`src/rtl/cjd_pkg.sv`:
```
// package of constants for the conditional jump decoder
package cjd_pkg;
  localparam int PC_W = 10;
  localparam int INSTR_W = 16;
  localparam int START_W = 6;
  localparam int STATUS_W = 16;
  localparam int OFFS_W = 5;
  localparam logic [PC_W-1:0] PC_RESET = 10'h000;
  localparam logic [PC_W-1:0] PC_STEP = 10'h001;
  // start-conditioned relative jump
  localparam int JREL_OP_HI = 15;
  localparam int JREL_OP_LO = 11;
  localparam logic [4:0] JREL_OPCODE = 5'h01;
  localparam int JREL_MASK_HI = 10;
  localparam int JREL_MASK_LO = 5;
  localparam int JREL_OFFS_HI = 4;
  localparam int JREL_OFFS_LO = 0;
  // status-bit absolute jump
  localparam int JSTAT_OP_HI = 15;
  localparam int JSTAT_OP_LO = 10;
  localparam logic [5:0] JSTAT_OPCODE = 6'h0F;
  localparam int JSTAT_SUB_HI = 3;
  localparam int JSTAT_SUB_LO = 0;
  localparam logic [3:0] JSTAT_SUBCODE = 4'h5;
  localparam int JSTAT_POL_BIT = 9;
  localparam int JSTAT_SEL_HI = 8;
  localparam int JSTAT_SEL_LO = 5;
  localparam int JSTAT_REG_BIT = 4;
  // control and status register addresses of the two microcores
  localparam logic [8:0] CORE0_CSR_A = 9'h101;
  localparam logic [8:0] CORE0_CSR_B = 9'h102;
  localparam logic [8:0] CORE1_CSR_A = 9'h121;
  localparam logic [8:0] CORE1_CSR_B = 9'h122;
endpackage

```
`src/rtl/cjd_cond_eval.sv`:
```
// condition evaluation for both conditional jumps
`timescale 1ns/100ps
module cjd_cond_eval (
  // start condition
  input wire logic [cjd_pkg::START_W-1:0] start_mask_field,
  input wire logic [cjd_pkg::START_W-1:0] start_latched,
  // status condition
  input wire logic [cjd_pkg::STATUS_W-1:0] core0_control_status,
  input wire logic [cjd_pkg::STATUS_W-1:0] core1_control_status,
  input wire logic core_id,
  input wire logic [3:0] status_bit_select,
  input wire logic polarity,
  // results
  output logic start_ok,
  output logic status_ok
);
  logic [cjd_pkg::STATUS_W-1:0] csr;
  always_comb begin
    // mask must match the latched starts exactly; zero means none latched
    start_ok = (start_latched == start_mask_field);
    csr = core_id ? core1_control_status : core0_control_status;
    status_ok = (csr[status_bit_select] == polarity);
  end
endmodule

```
`src/rtl/cjd_decode.sv`:
```
// decode and execute of two conditional jump instructions
// Functional notes
// - a taken start jump loads the counter with its own address plus offset.
// - the offset is a 5-bit two's complement value from -16 to +15.
// - the start jump is taken only when the selected start condition holds.
// - the 6-bit selector is a mask with bit n-1 for start n latched.
// - start jump opcode is bits 15:11 = 00001, mask 10:5, offset 4:0.
// - a taken status jump loads the counter from the chosen jump register.
// - the absolute target may be any code memory location.
// - a 4-bit selector picks status bit 0 to 15.
// - the tested bit comes from the core control and status registers.
// - polarity 0 tests for a low bit and 1 tests for a high bit.
// - status jump is 15:10 = 001111 and 3:0 = 0101, pol 9, sel 8:5, reg 4.
// - the tested register belongs to the microcore now executing.
`timescale 1ns/100ps
module cjd_decode (
  // clock and reset
  input wire logic clk,
  input wire logic rst_n,
  // instruction issue
  input wire logic instr_valid,
  input wire logic [cjd_pkg::INSTR_W-1:0] instr,
  input wire logic core_id,
  // condition sources
  input wire logic [cjd_pkg::START_W-1:0] start_latched,
  input wire logic [cjd_pkg::STATUS_W-1:0] core0_control_status,
  input wire logic [cjd_pkg::STATUS_W-1:0] core1_control_status,
  // jump register set
  input wire logic [cjd_pkg::PC_W-1:0] jump_register_set_0,
  input wire logic [cjd_pkg::PC_W-1:0] jump_register_set_1,
  // program counter and status
  output logic [cjd_pkg::PC_W-1:0] program_counter,
  output logic jump_taken,
  output logic jump_decoded
);
  typedef enum logic [2:0] {
    ST_OTHER = 3'h1,
    ST_JREL = 3'h2,
    ST_JSTAT = 3'h4
  } cjd_kind_type;

  function automatic logic [cjd_pkg::PC_W-1:0] sext_offs(
    input logic [cjd_pkg::OFFS_W-1:0] offs);
    sext_offs = {{(cjd_pkg::PC_W-cjd_pkg::OFFS_W){offs[cjd_pkg::OFFS_W-1]}},
                 offs};
  endfunction

  cjd_kind_type kind;
  logic start_ok;
  logic status_ok;
  logic [cjd_pkg::PC_W-1:0] pc_ff, nxt_pc;
  logic taken_ff, nxt_taken;
  logic dec_ff, nxt_dec;

  cjd_cond_eval u_cond (
    .start_mask_field(instr[cjd_pkg::JREL_MASK_HI:cjd_pkg::JREL_MASK_LO]),
    .start_latched(start_latched),
    .core0_control_status(core0_control_status),
    .core1_control_status(core1_control_status),
    .core_id(core_id),
    .status_bit_select(instr[cjd_pkg::JSTAT_SEL_HI:cjd_pkg::JSTAT_SEL_LO]),
    .polarity(instr[cjd_pkg::JSTAT_POL_BIT]),
    .start_ok(start_ok),
    .status_ok(status_ok)
  );

  always_comb begin
    kind = ST_OTHER;
    if (instr[cjd_pkg::JREL_OP_HI:cjd_pkg::JREL_OP_LO]
        == cjd_pkg::JREL_OPCODE) begin
      kind = ST_JREL;
    end else if ((instr[cjd_pkg::JSTAT_OP_HI:cjd_pkg::JSTAT_OP_LO]
                  == cjd_pkg::JSTAT_OPCODE) &&
                 (instr[cjd_pkg::JSTAT_SUB_HI:cjd_pkg::JSTAT_SUB_LO]
                  == cjd_pkg::JSTAT_SUBCODE)) begin
      kind = ST_JSTAT;
    end
  end

  always_comb begin
    nxt_pc = pc_ff;
    nxt_taken = 1'b0;
    nxt_dec = 1'b0;
    if (instr_valid) begin
      // default path also covers instructions decoded elsewhere
      nxt_pc = pc_ff + cjd_pkg::PC_STEP;
      case (kind)
        ST_JREL: begin
          nxt_dec = 1'b1;
          if (start_ok) begin
            // wraps modulo code size, as the counter does
            nxt_pc = pc_ff + sext_offs(
              instr[cjd_pkg::JREL_OFFS_HI:cjd_pkg::JREL_OFFS_LO]);
            nxt_taken = 1'b1;
          end
        end
        ST_JSTAT: begin
          nxt_dec = 1'b1;
          if (status_ok) begin
            nxt_pc = instr[cjd_pkg::JSTAT_REG_BIT] ? jump_register_set_1
                                                   : jump_register_set_0;
            nxt_taken = 1'b1;
          end
        end
        default: begin
          nxt_dec = 1'b0;
        end
      endcase
    end
  end

  always_ff @(posedge clk) begin
    if (!rst_n) begin
      pc_ff <= cjd_pkg::PC_RESET;
      taken_ff <= 1'b0;
      dec_ff <= 1'b0;
    end else begin
      pc_ff <= nxt_pc;
      taken_ff <= nxt_taken;
      dec_ff <= nxt_dec;
    end
  end

  assign program_counter = pc_ff;
  assign jump_taken = taken_ff;
  assign jump_decoded = dec_ff;
endmodule

```
`config.mk`:
```
export PLATFORM = sky130hd
export DESIGN_NAME = cjd_decode
export DESIGN_NICKNAME = d
export VERILOG_FILES = /design/src/rtl/cjd_pkg.sv /design/src/rtl/cjd_cond_eval.sv /design/src/rtl/cjd_decode.sv
export SDC_FILE = /design/constraint.sdc
export NUM_CORES = 1
export LEC_CHECK = 0
export ABC_AREA = 1
export BUFFER_PORTS_ARGS = -buffer_cell sky130_fd_sc_hd__buf_4
export CAP_MARGIN = 20
export CORE_UTILIZATION = 48
export DETAILED_ROUTE_END_ITERATION = 6
export GPL_ROUTABILITY_DRIVEN = 0
export HOLD_SLACK_MARGIN = 0.05
export PLACE_DENSITY = 0.82
export SKIP_CTS_REPAIR_TIMING = 1
export SYNTH_ARGS = -nofsm -noshare
export SYNTH_HDL_FRONTEND = slang
export SYNTH_SLANG_ARGS = --single-unit
```
`constraint.sdc`:
```
create_clock -name clk -period 2.55 [get_ports clk]
set_input_delay 0.1275 -clock clk [delete_from_list [all_inputs] [get_ports clk]]
set_output_delay 0.1275 -clock clk [all_outputs]
set_load 0.005 [all_outputs]
```
# After elaboration in Yosys (flattened, before gate mapping)
# Index checks and enable logic that the tools add are counted.
word_totals:
  ff_bits: 12
  wordCells: 29
  output_inout_bits: 12
  in_bits: 78
op_classes:
  n_reduce_logical: 3
  n_mux: 13
  eq_ne: 7
  order_cmp: 1
  n_addsub: 2
ops:
  columns: ["cell", "n"]
  rows:
  - ["$mux 10", 3]
  - ["$pmux 10 s2", 1]
  - ["$mux 16", 1]
  - ["$add 10x1->10 const B", 1]
  - ["$add 10x10->10", 1]
  - ["$eq 6x4->1 const B", 1]
  - ["$eq 6x6->1", 1]
  - ["$mux 3", 2]
  - ["$eq 5x1->1 const B", 1]
  - ["$lt 4x5->1 const B", 1]
  - ["$bmux 1 s4", 1]
  - ["$eq 4x3->1 const B", 1]
  - ["$mux 1", 4]
  - ["$eq 3x2->1 const B", 1]
  - ["$eq 3x3->1 const B", 1]
  - ["$pmux 1 s2", 1]
  - ["$reduce_and 2->1", 1]
  - ["$reduce_or 2->1", 1]
  - ["$eq 1x1->1", 1]
  - ["$logic_and 1x1->1", 1]

# Logic depth before layout (Yosys ltp)
# Gate-level depths: netlist of run 1.
logic_depth:
  ltp_word: 7
  ltp_mapped: 18

# Hierarchy
# From an unflattened synthesis of run 1, not the netlist that was laid out.
unflattened:
  hier_cells: 363
  area_unflattened_um2: 2029.4
by_module_without_submodules:
  columns: ["mod", "area_each_um2", "cells_each", "seq_area_each_um2", "n_inst"]
  rows:
  - ["cjd_decode", 1507.7, 253, 240.2, 1]
  - ["cjd_cond_eval", 521.8, 110, 0.0, 1]

# Worst setup path before layout of run 1
# Ideal clock, no wire load.
synth_timing:
  path_type: "register to register"
  startpoint: "register pc_ff, in the netlist program_counter[0]"
  endpoint: "register pc_ff, in the netlist program_counter[8]"
  t_arrival_ns: 1.924
  stages_incl_launch_ff: 15
  path_slack_ns: 0.513
  n_path_buf: 0
  cell_sequence: "dfxtp_1 > ha_1 > inv_1 > fa_1 > inv_1 > nand3_1 > nand2_1 > nand4_1 > nand3_1 > xor2_1 > nand2_1 > a21oi_1 > nand2_1 > nand2_1 > nand2_1"
synth_between:
  elab_chain_cells: 3
  word_cells_on_any_way: 5
  classes_between: "add/sub: 2; mux: 3"
synth_lines:
  columns: ["item", "line_no", "text"]
  rows:
  - ["start, declared", "cjd_decode.sv:51", "logic [cjd_pkg::PC_W-1:0] pc_ff, nxt_pc;"]
  - ["start signal, assigned", "cjd_decode.sv:114", "pc_ff <= cjd_pkg::PC_RESET;"]
  - ["start signal, assigned", "cjd_decode.sv:118", "pc_ff <= nxt_pc;"]
  - ["$add 10x1->10 or $add 10x10->10 (tied branches)", "cjd_decode.sv:86, cjd_decode.sv:92", null]
  - ["$mux 10, on equally long branches", "cjd_decode.sv:99, cjd_decode.sv:90", null]
  - ["$pmux 10 s2 (*)", "cjd_decode.sv:87", "case (kind)"]
# Mark *: on every way between the ends. The rest lies on a longest branch, timed or not.
# A chain may end at the register's enable or synchronous reset.

# Worst setup path after layout of run 1
# Ends and elaborated chain as after synthesis.

==> summary.txt, run 1 <==
GRT
  • Number of antenna violations at the first check in global routing: 0
  • Overall Global Routing Usage: 30.6%
  • First-pass GRT wire length: 10300 um
  • GR Overflow Total: 0
  • Vias in the first global route: 2338
  • Largest net degree at the start of global routing: 18

Clocking
  • Clock Latency Late Sink: 0.25 ns
  • Cts bufs inserted: 3
  • TritonCTS Sinks: 12
  • Deepest clock path buffer count: 2
  • H-tree Lvls: 1
  • Worst-path clk slew: 0.06 ns
  • TritonCTS clock tree: yes
  • Clock Tree Root: clkbuf_8

Power
  • Switching share of power: 35.1%
  • Int Pwr: 0.491 mW
  • Max rail drop VDD: 0.173 mV
  • Net Switching: 0.266 mW
  • Combinational power share: 43.7%
  • Flop pwr share: 27.0%
  • Clk pwr share: 29.3%
  • Pleak: 1.43 nW
  • PwrDens: 278 nW/um^2

Synthesis
  • Synth Warn #: 0
  • Post-Syn Nets: 430
  • Number of synthesized flops with an enable pin: 0
  • Sequential share of the synthesized area: 12.2%
  • Compound-gate portion of the synthesized area: 12.0%
  • Share of flip-flops with an asynchronous set or reset: 0%
  • Synth area leaders: nand2_1, nand3_1, dfxtp_1
  • Most frequent cells after synthesis: nand2_1, nand3_1, a21oi_1, inv_1, nor2_1
  • Main combinational cell family by area after synthesis: simple AND/OR/NAND/NOR gates
  • Area leader, netlist: nand2_1
  • Syn Std Cell Area: 1970 um^2
  • Mapped Avg Cell Area: 5.79 um^2
  • Main flop type after synthesis: dfxtp_1
  • Top-count cell post-synth: nand2_1
  • Synthesized flop and latch total: 12
  • Simple-gate share of the synthesized area: 47.1%
  • Cells after Synth: 341
  • Cell variety after synth: 34
  • Yosys top cell area share: 22.1%
  • Adder-Cell Fraction of Synth Area: 7.36%
  • XOR/XNOR share of the synthesized area: 6.66%
  • Post-synthesis mux area share: 5.07%

Floorplanning
  • Core area: 3800 um^2
  • DIE AREA: 4370 um^2
  • I/O pins: 90
  • Die Y: 66.1 um
  • Row count: 22
  • Die width: 66.1 um
  • Initial Utilization: 51.9%

Timing
  • Slew Limit Fails: 0
  • Period utilisation layout: 87.0%
  • Least-Margin Pin Slew: 0.749 ns
  • Fmax: 451 MHz
  • Max-slew headroom: 49.9%
  • Period minus WS final: 2.22 ns
  • Clk_skew: 0.000763 ns
  • Post-Route Setup TNS: 0 ns
  • # setup viols final: 0
  • RSZ-0062 raised after global routing: false
  • Final hold violation count: 0

Worst setup path
  • Worst Setup End Kind: register
  • CP max FO: 8
  • Slowest cell on the critical path: dfxtp_1
  • Worst EP arrival: 2.37 ns
  • CP dominant cell by count: nand2_1
  • Delay-heaviest family, CP: adder cells
  • Critical path, cell by cell: ha_1 > inv_1 > fa_1 > inv_1 > nand3_1 > nand2_1 > nand4_1 > nand3_1 > xor2_1 > nand2_1 > a21oi_1 > nand2_1 > nand2_1 > nand2_1
  • Critical path class: register to register
  • Worst path max stage delay: 0.45 ns
  • WP buf/inv: 2
  • Required time at the worst-slack endpoint: 2.70 ns
  • Worst setup SP type: register

Placement
  • Placed insts: 473
  • Port-buffer cells: 89
  • Post-DP HPWL: 5100 um

Detailed routing
  • Vias: 2529
  • Metal3 WL: 502 um
  • Drt drc: 0
  • WL met1: 2930 um
  • Detailed Route Iter0 Violations: 174
  • Post-DRT Antenna Nets: 0
  • WL met2: 2780 um
  • Via density: 5.30
  • WL final: 6280 um
  • Wire length per cell: 13.2 um
  • Highest metal used: met4
  • DR pass1 iterations: 4

Layout
  • FF/Latch Area: 240 um^2
  • Multi-input gate area: 1540 um^2
  • Diodes inserted: 0
  • Fill cells: 367
  • Nets: 519
  • Post-route insts no fill: 477
  • Share of layout cells above drive strength 1: 25.9%
  • Area delta synth->final: 37.7%

Flow run
  • Max_cap viols: 0

Worst hold path
  • Worst hold-check path type: input port to register

Run status
  • Status: finished, final reports clean
kinds of logic after synthesis:
| kind of cell | Yosys count |
|---|---|
| simple gates | 208 |
| compound gates | 45 |
| buf+inv | 40 |
| xor+xnor | 15 |
| flops | 12 |
| fa+ha+maj | 11 |
| mux | 10 |
final cells by class:
class	count	share of cell area, %
timing repair buffer	93	25.7
clock buffer	4	2.03
inverter	31	4.38
multi-input combinational	289	56.8
tap	48	2.21
sequential	12	8.84
layout by cell type (no fill, tap or decap), types with 2 or more instances in the layout:
master / n
a21oi_1: 29
buf_4: 93
clkbuf_8: 4
dfxtp_1: 12
ha_1: 10
inv_1: 26
inv_2: 3
mux2i_1: 10
nand2_1: 116
nand2_4: 2
nand3_1: 58
nand3_2: 3
nand4_1: 3
nor2_1: 16
nor3_1: 3
o21ai_0: 11
or2_2: 2
xnor2_1: 5
xor2_1: 10
metrics by stage:
step                      area, um^2  utilization (%)  hold slack [ns]  setup WS, ns  total power, mW
final                           2720             71.5            0.165         0.330            0.756
after detailed placement        2660             70.1            0.423         0.364            0.535
after floorplan                 1970                -            0.284         0.513            0.395
after CTS                       2720             71.5            0.167         0.342            0.752
after global placement          2660             70.1            0.416         0.392            0.528
after global routing            2720             71.5            0.167        0.0210            0.805
power groups by stage:
stage                     Combinational [mW]  Sequential (mW)  Clock, mW
after floorplan                        0.189            0.206          0
after global placement                 0.320            0.208          0
after detailed placement               0.326            0.208          0
after CTS                              0.328            0.204      0.220
after global routing                   0.369            0.205      0.231
final                                  0.330            0.204      0.222
per-layer routing:
metal,up-vias,global-route usage (%)
li1,1308,-
met4,0,6.38
met2,99,50.6
met1,1112,42.3
met3,10,3.45
met5,-,0
worst paths after layout:
check / cells after the start / startpoint / slack, ns / end
worst min register to register: 2 / program_counter[9]$_SDFFE_PN0P_ / 0.53 / program_counter[9]$_SDFFE_PN0P_
worst min-delay path: 3 / rst_n / 0.16 / program_counter[5]$_SDFFE_PN0P_
worst max-delay path: 14 / program_counter[0]$_SDFFE_PN0P_ / 0.33 / program_counter[8]$_SDFFE_PN0P_
worst max register to register: 14 / program_counter[0]$_SDFFE_PN0P_ / 0.33 / program_counter[8]$_SDFFE_PN0P_
flip-flops by register name, summed over array words and instances, names as in the netlist:
| name | count |
|---|---|
| jump_taken | 1 |
| program_counter | 10 |
| jump_decoded | 1 |
worst reg2reg max path: stages, from the launching register on:
cell and delay (ns):
dfxtp_1 0.45, ha_1 0.26, inv_1 0.08, fa_1 0.38
inv_1 0.08, nand3_1 0.06, nand2_1 0.13, nand4_1 0.09
nand3_1 0.09, xor2_1 0.14, nand2_1 0.06, a21oi_1 0.13
nand2_1 0.06, nand2_1 0.05, nand2_1 0.04
Note: power is estimated with default switching activity, not from simulation.
==> run 2, diff against run 1 <==
--- a/config.mk
+++ b/config.mk
@@ -8,11 +8,11 @@
 export ABC_AREA = 1
 export BUFFER_PORTS_ARGS = -buffer_cell sky130_fd_sc_hd__buf_4
 export CAP_MARGIN = 20
-export CORE_UTILIZATION = 48
+export CORE_UTILIZATION = 41
 export DETAILED_ROUTE_END_ITERATION = 6
 export GPL_ROUTABILITY_DRIVEN = 0
 export HOLD_SLACK_MARGIN = 0.05
-export PLACE_DENSITY = 0.82
+export PLACE_DENSITY = 0.71
 export SKIP_CTS_REPAIR_TIMING = 1
 export SYNTH_ARGS = -nofsm -noshare
 export SYNTH_HDL_FRONTEND = slang
==> run 2 against run 1 <==
- routed wire length increased by 2.0%
- flip-flop and latch count unchanged
- the flow now finishes with violations (DRC)
- count of clock-buffer cells in the layout unchanged
- critical path depth unchanged
- via count decreased by 0.36%
- fmax decreased by 2.6%
- utilization decreased by 11 points
- register-to-register slack got worse by 0.06 ns
- worst hold slack got worse by 0.0058 ns
- sequential power about the same
- combinational power about the same
==> summary.txt, run 2 (synthesis gave the netlist of run 1 again) <==
Detailed routing
  • WL met2: 2880 um
  • Drt drc: 6
  • Via density: 5.25
  • Metal3 WL: 434 um
  • Detailed Route Iter0 Violations: 187
  • Highest metal used: met4
  • Post-DRT Antenna Nets: 0
  • WL final: 6410 um
  • DR pass1 iterations: 6
  • Vias: 2520
  • WL met1: 3040 um
  • Wire length per cell: 13.3 um

Layout
  • Util after Layout: 60.7%
  • Area delta synth->final: 37.5%
  • Fin area: 2710 um^2
  • Share of layout cells above drive strength 1: 25.7%
  • Nets: 518
  • Diodes inserted: 0
  • Most frequent cells in the layout: nand2_1, buf_4, nand3_1, a21oi_1, inv_1
  • Max reg flops: 10
  • Commonest non-fill, non-tap cell in the layout: nand2_1

Worst setup path
  • Critical path class: register to register
  • Worst Setup End Kind: register
  • CP max FO: 8
  • Worst setup SP type: register
  • Required time at the worst-slack endpoint: 2.70 ns
  • Worst EP arrival: 2.43 ns

Floorplanning
  • Core area: 4470 um^2
  • DIE AREA: 5090 um^2
  • Row count: 24
  • Die Y: 71.4 um
  • I/O pins: 90
  • Die width: 71.4 um
  • Initial Utilization: 44.1%

GRT
  • Vias in the first global route: 2354
  • Largest net degree at the start of global routing: 18
  • First-pass GRT wire length: 10600 um
  • Overall Global Routing Usage: 25.7%
  • Number of antenna violations at the first check in global routing: 0
  • GR Overflow Total: 0

Timing
  • Period minus WS final: 2.28 ns
  • Period utilisation layout: 89.4%
  • Clk_skew: 0.00348 ns
  • Fmax: 439 MHz
  • Least-Margin Pin Slew: 0.729 ns
  • Hold WS: 0.159 ns
  • PnR worst setup slack: 0.271 ns
  • Max-slew headroom: 51.2%
  • RSZ-0062 raised after global routing: false
  • Post-Route Setup TNS: 0 ns
  • # setup viols final: 0
  • Slew Limit Fails: 0
  • Final hold violation count: 0

Clocking
  • TritonCTS clock tree: yes
  • Cts bufs inserted: 3
  • TritonCTS Sinks: 12
  • Worst-path clk slew: 0.06 ns
  • Deepest clock path buffer count: 2
  • Clock Tree Root: clkbuf_8
  • Clock Latency Late Sink: 0.25 ns
  • H-tree Lvls: 1

Worst hold path
  • Worst hold-check path type: input port to register

Placement
  • Placement Cell Area: 2660 um^2
  • Post-DP HPWL: 5160 um
  • DP Worst Slack: 0.333 ns
  • Port-buffer cells: 89

Flow run
  • Max_cap viols: 0

Run status
  • Failing checks: DRC
  • Status: finished with violations

Power
  • Pleak: 1.42 nW
  • Max rail drop VDD: 0.138 mV
  • PwrDens: 279 nW/um^2
[run 2: final timing paths]
check | cells after the start | end | slack (ns) | from
worst min register to register | 2 | program_counter[9]$_SDFFE_PN0P_ | 0.53 | program_counter[9]$_SDFFE_PN0P_
worst max register to register | 14 | program_counter[8]$_SDFFE_PN0P_ | 0.27 | program_counter[0]$_SDFFE_PN0P_
worst max-delay path | 14 | program_counter[8]$_SDFFE_PN0P_ | 0.27 | program_counter[0]$_SDFFE_PN0P_
worst min-delay path | 3 | program_counter[5]$_SDFFE_PN0P_ | 0.16 | rst_n
[run 2: layout make-up]
class                   count  area (um^2)
clock buffers               4         55.1
fillers                   467         1760
inverters                  31          119
multi-input cells         289         1540
flip-flops and latches     12          240
well taps                  52         65.1
repair buffers             92          691
[run 2: through the flow]
stage | cells | power [mW]
final | 480 | 0.757
after global routing | 480 | 0.805
after CTS | 480 | 0.753
after detailed placement | 476 | 0.534
after global placement | 476 | 0.530
after floorplan | 341 | 0.395
[run 2: worst max-delay path, stage by stage (launching register included)]
cell,delay [ns]
dfxtp_1,0.47
ha_1,0.25
inv_1,0.08
fa_1,0.39
inv_1,0.09
nand3_1,0.06
nand2_1,0.12
nand4_1,0.10
nand3_1,0.10
xor2_1,0.15
nand2_1,0.07
a21oi_1,0.14
nand2_1,0.06
nand2_1,0.05
nand2_1,0.04
[run 2: routing by layer]
metal / up-vias / GRT usage [%]
li1: 1307 / -
met1: 1110 / 35.8
met2: 94 / 42.4
met3: 9 / 3.94
met4: 0 / 4.67
met5: - / 0
[run 2: power by group]
| group | leakage, nW | switching [mW] | internal [mW] |
|---|---|---|---|
| clock | 0.0288 | 0.0868 | 0.137 |
| combinational | 1.30 | 0.168 | 0.160 |
| sequential | 0.0974 | 0.0120 | 0.193 |
| total | 1.42 | 0.267 | 0.490 |
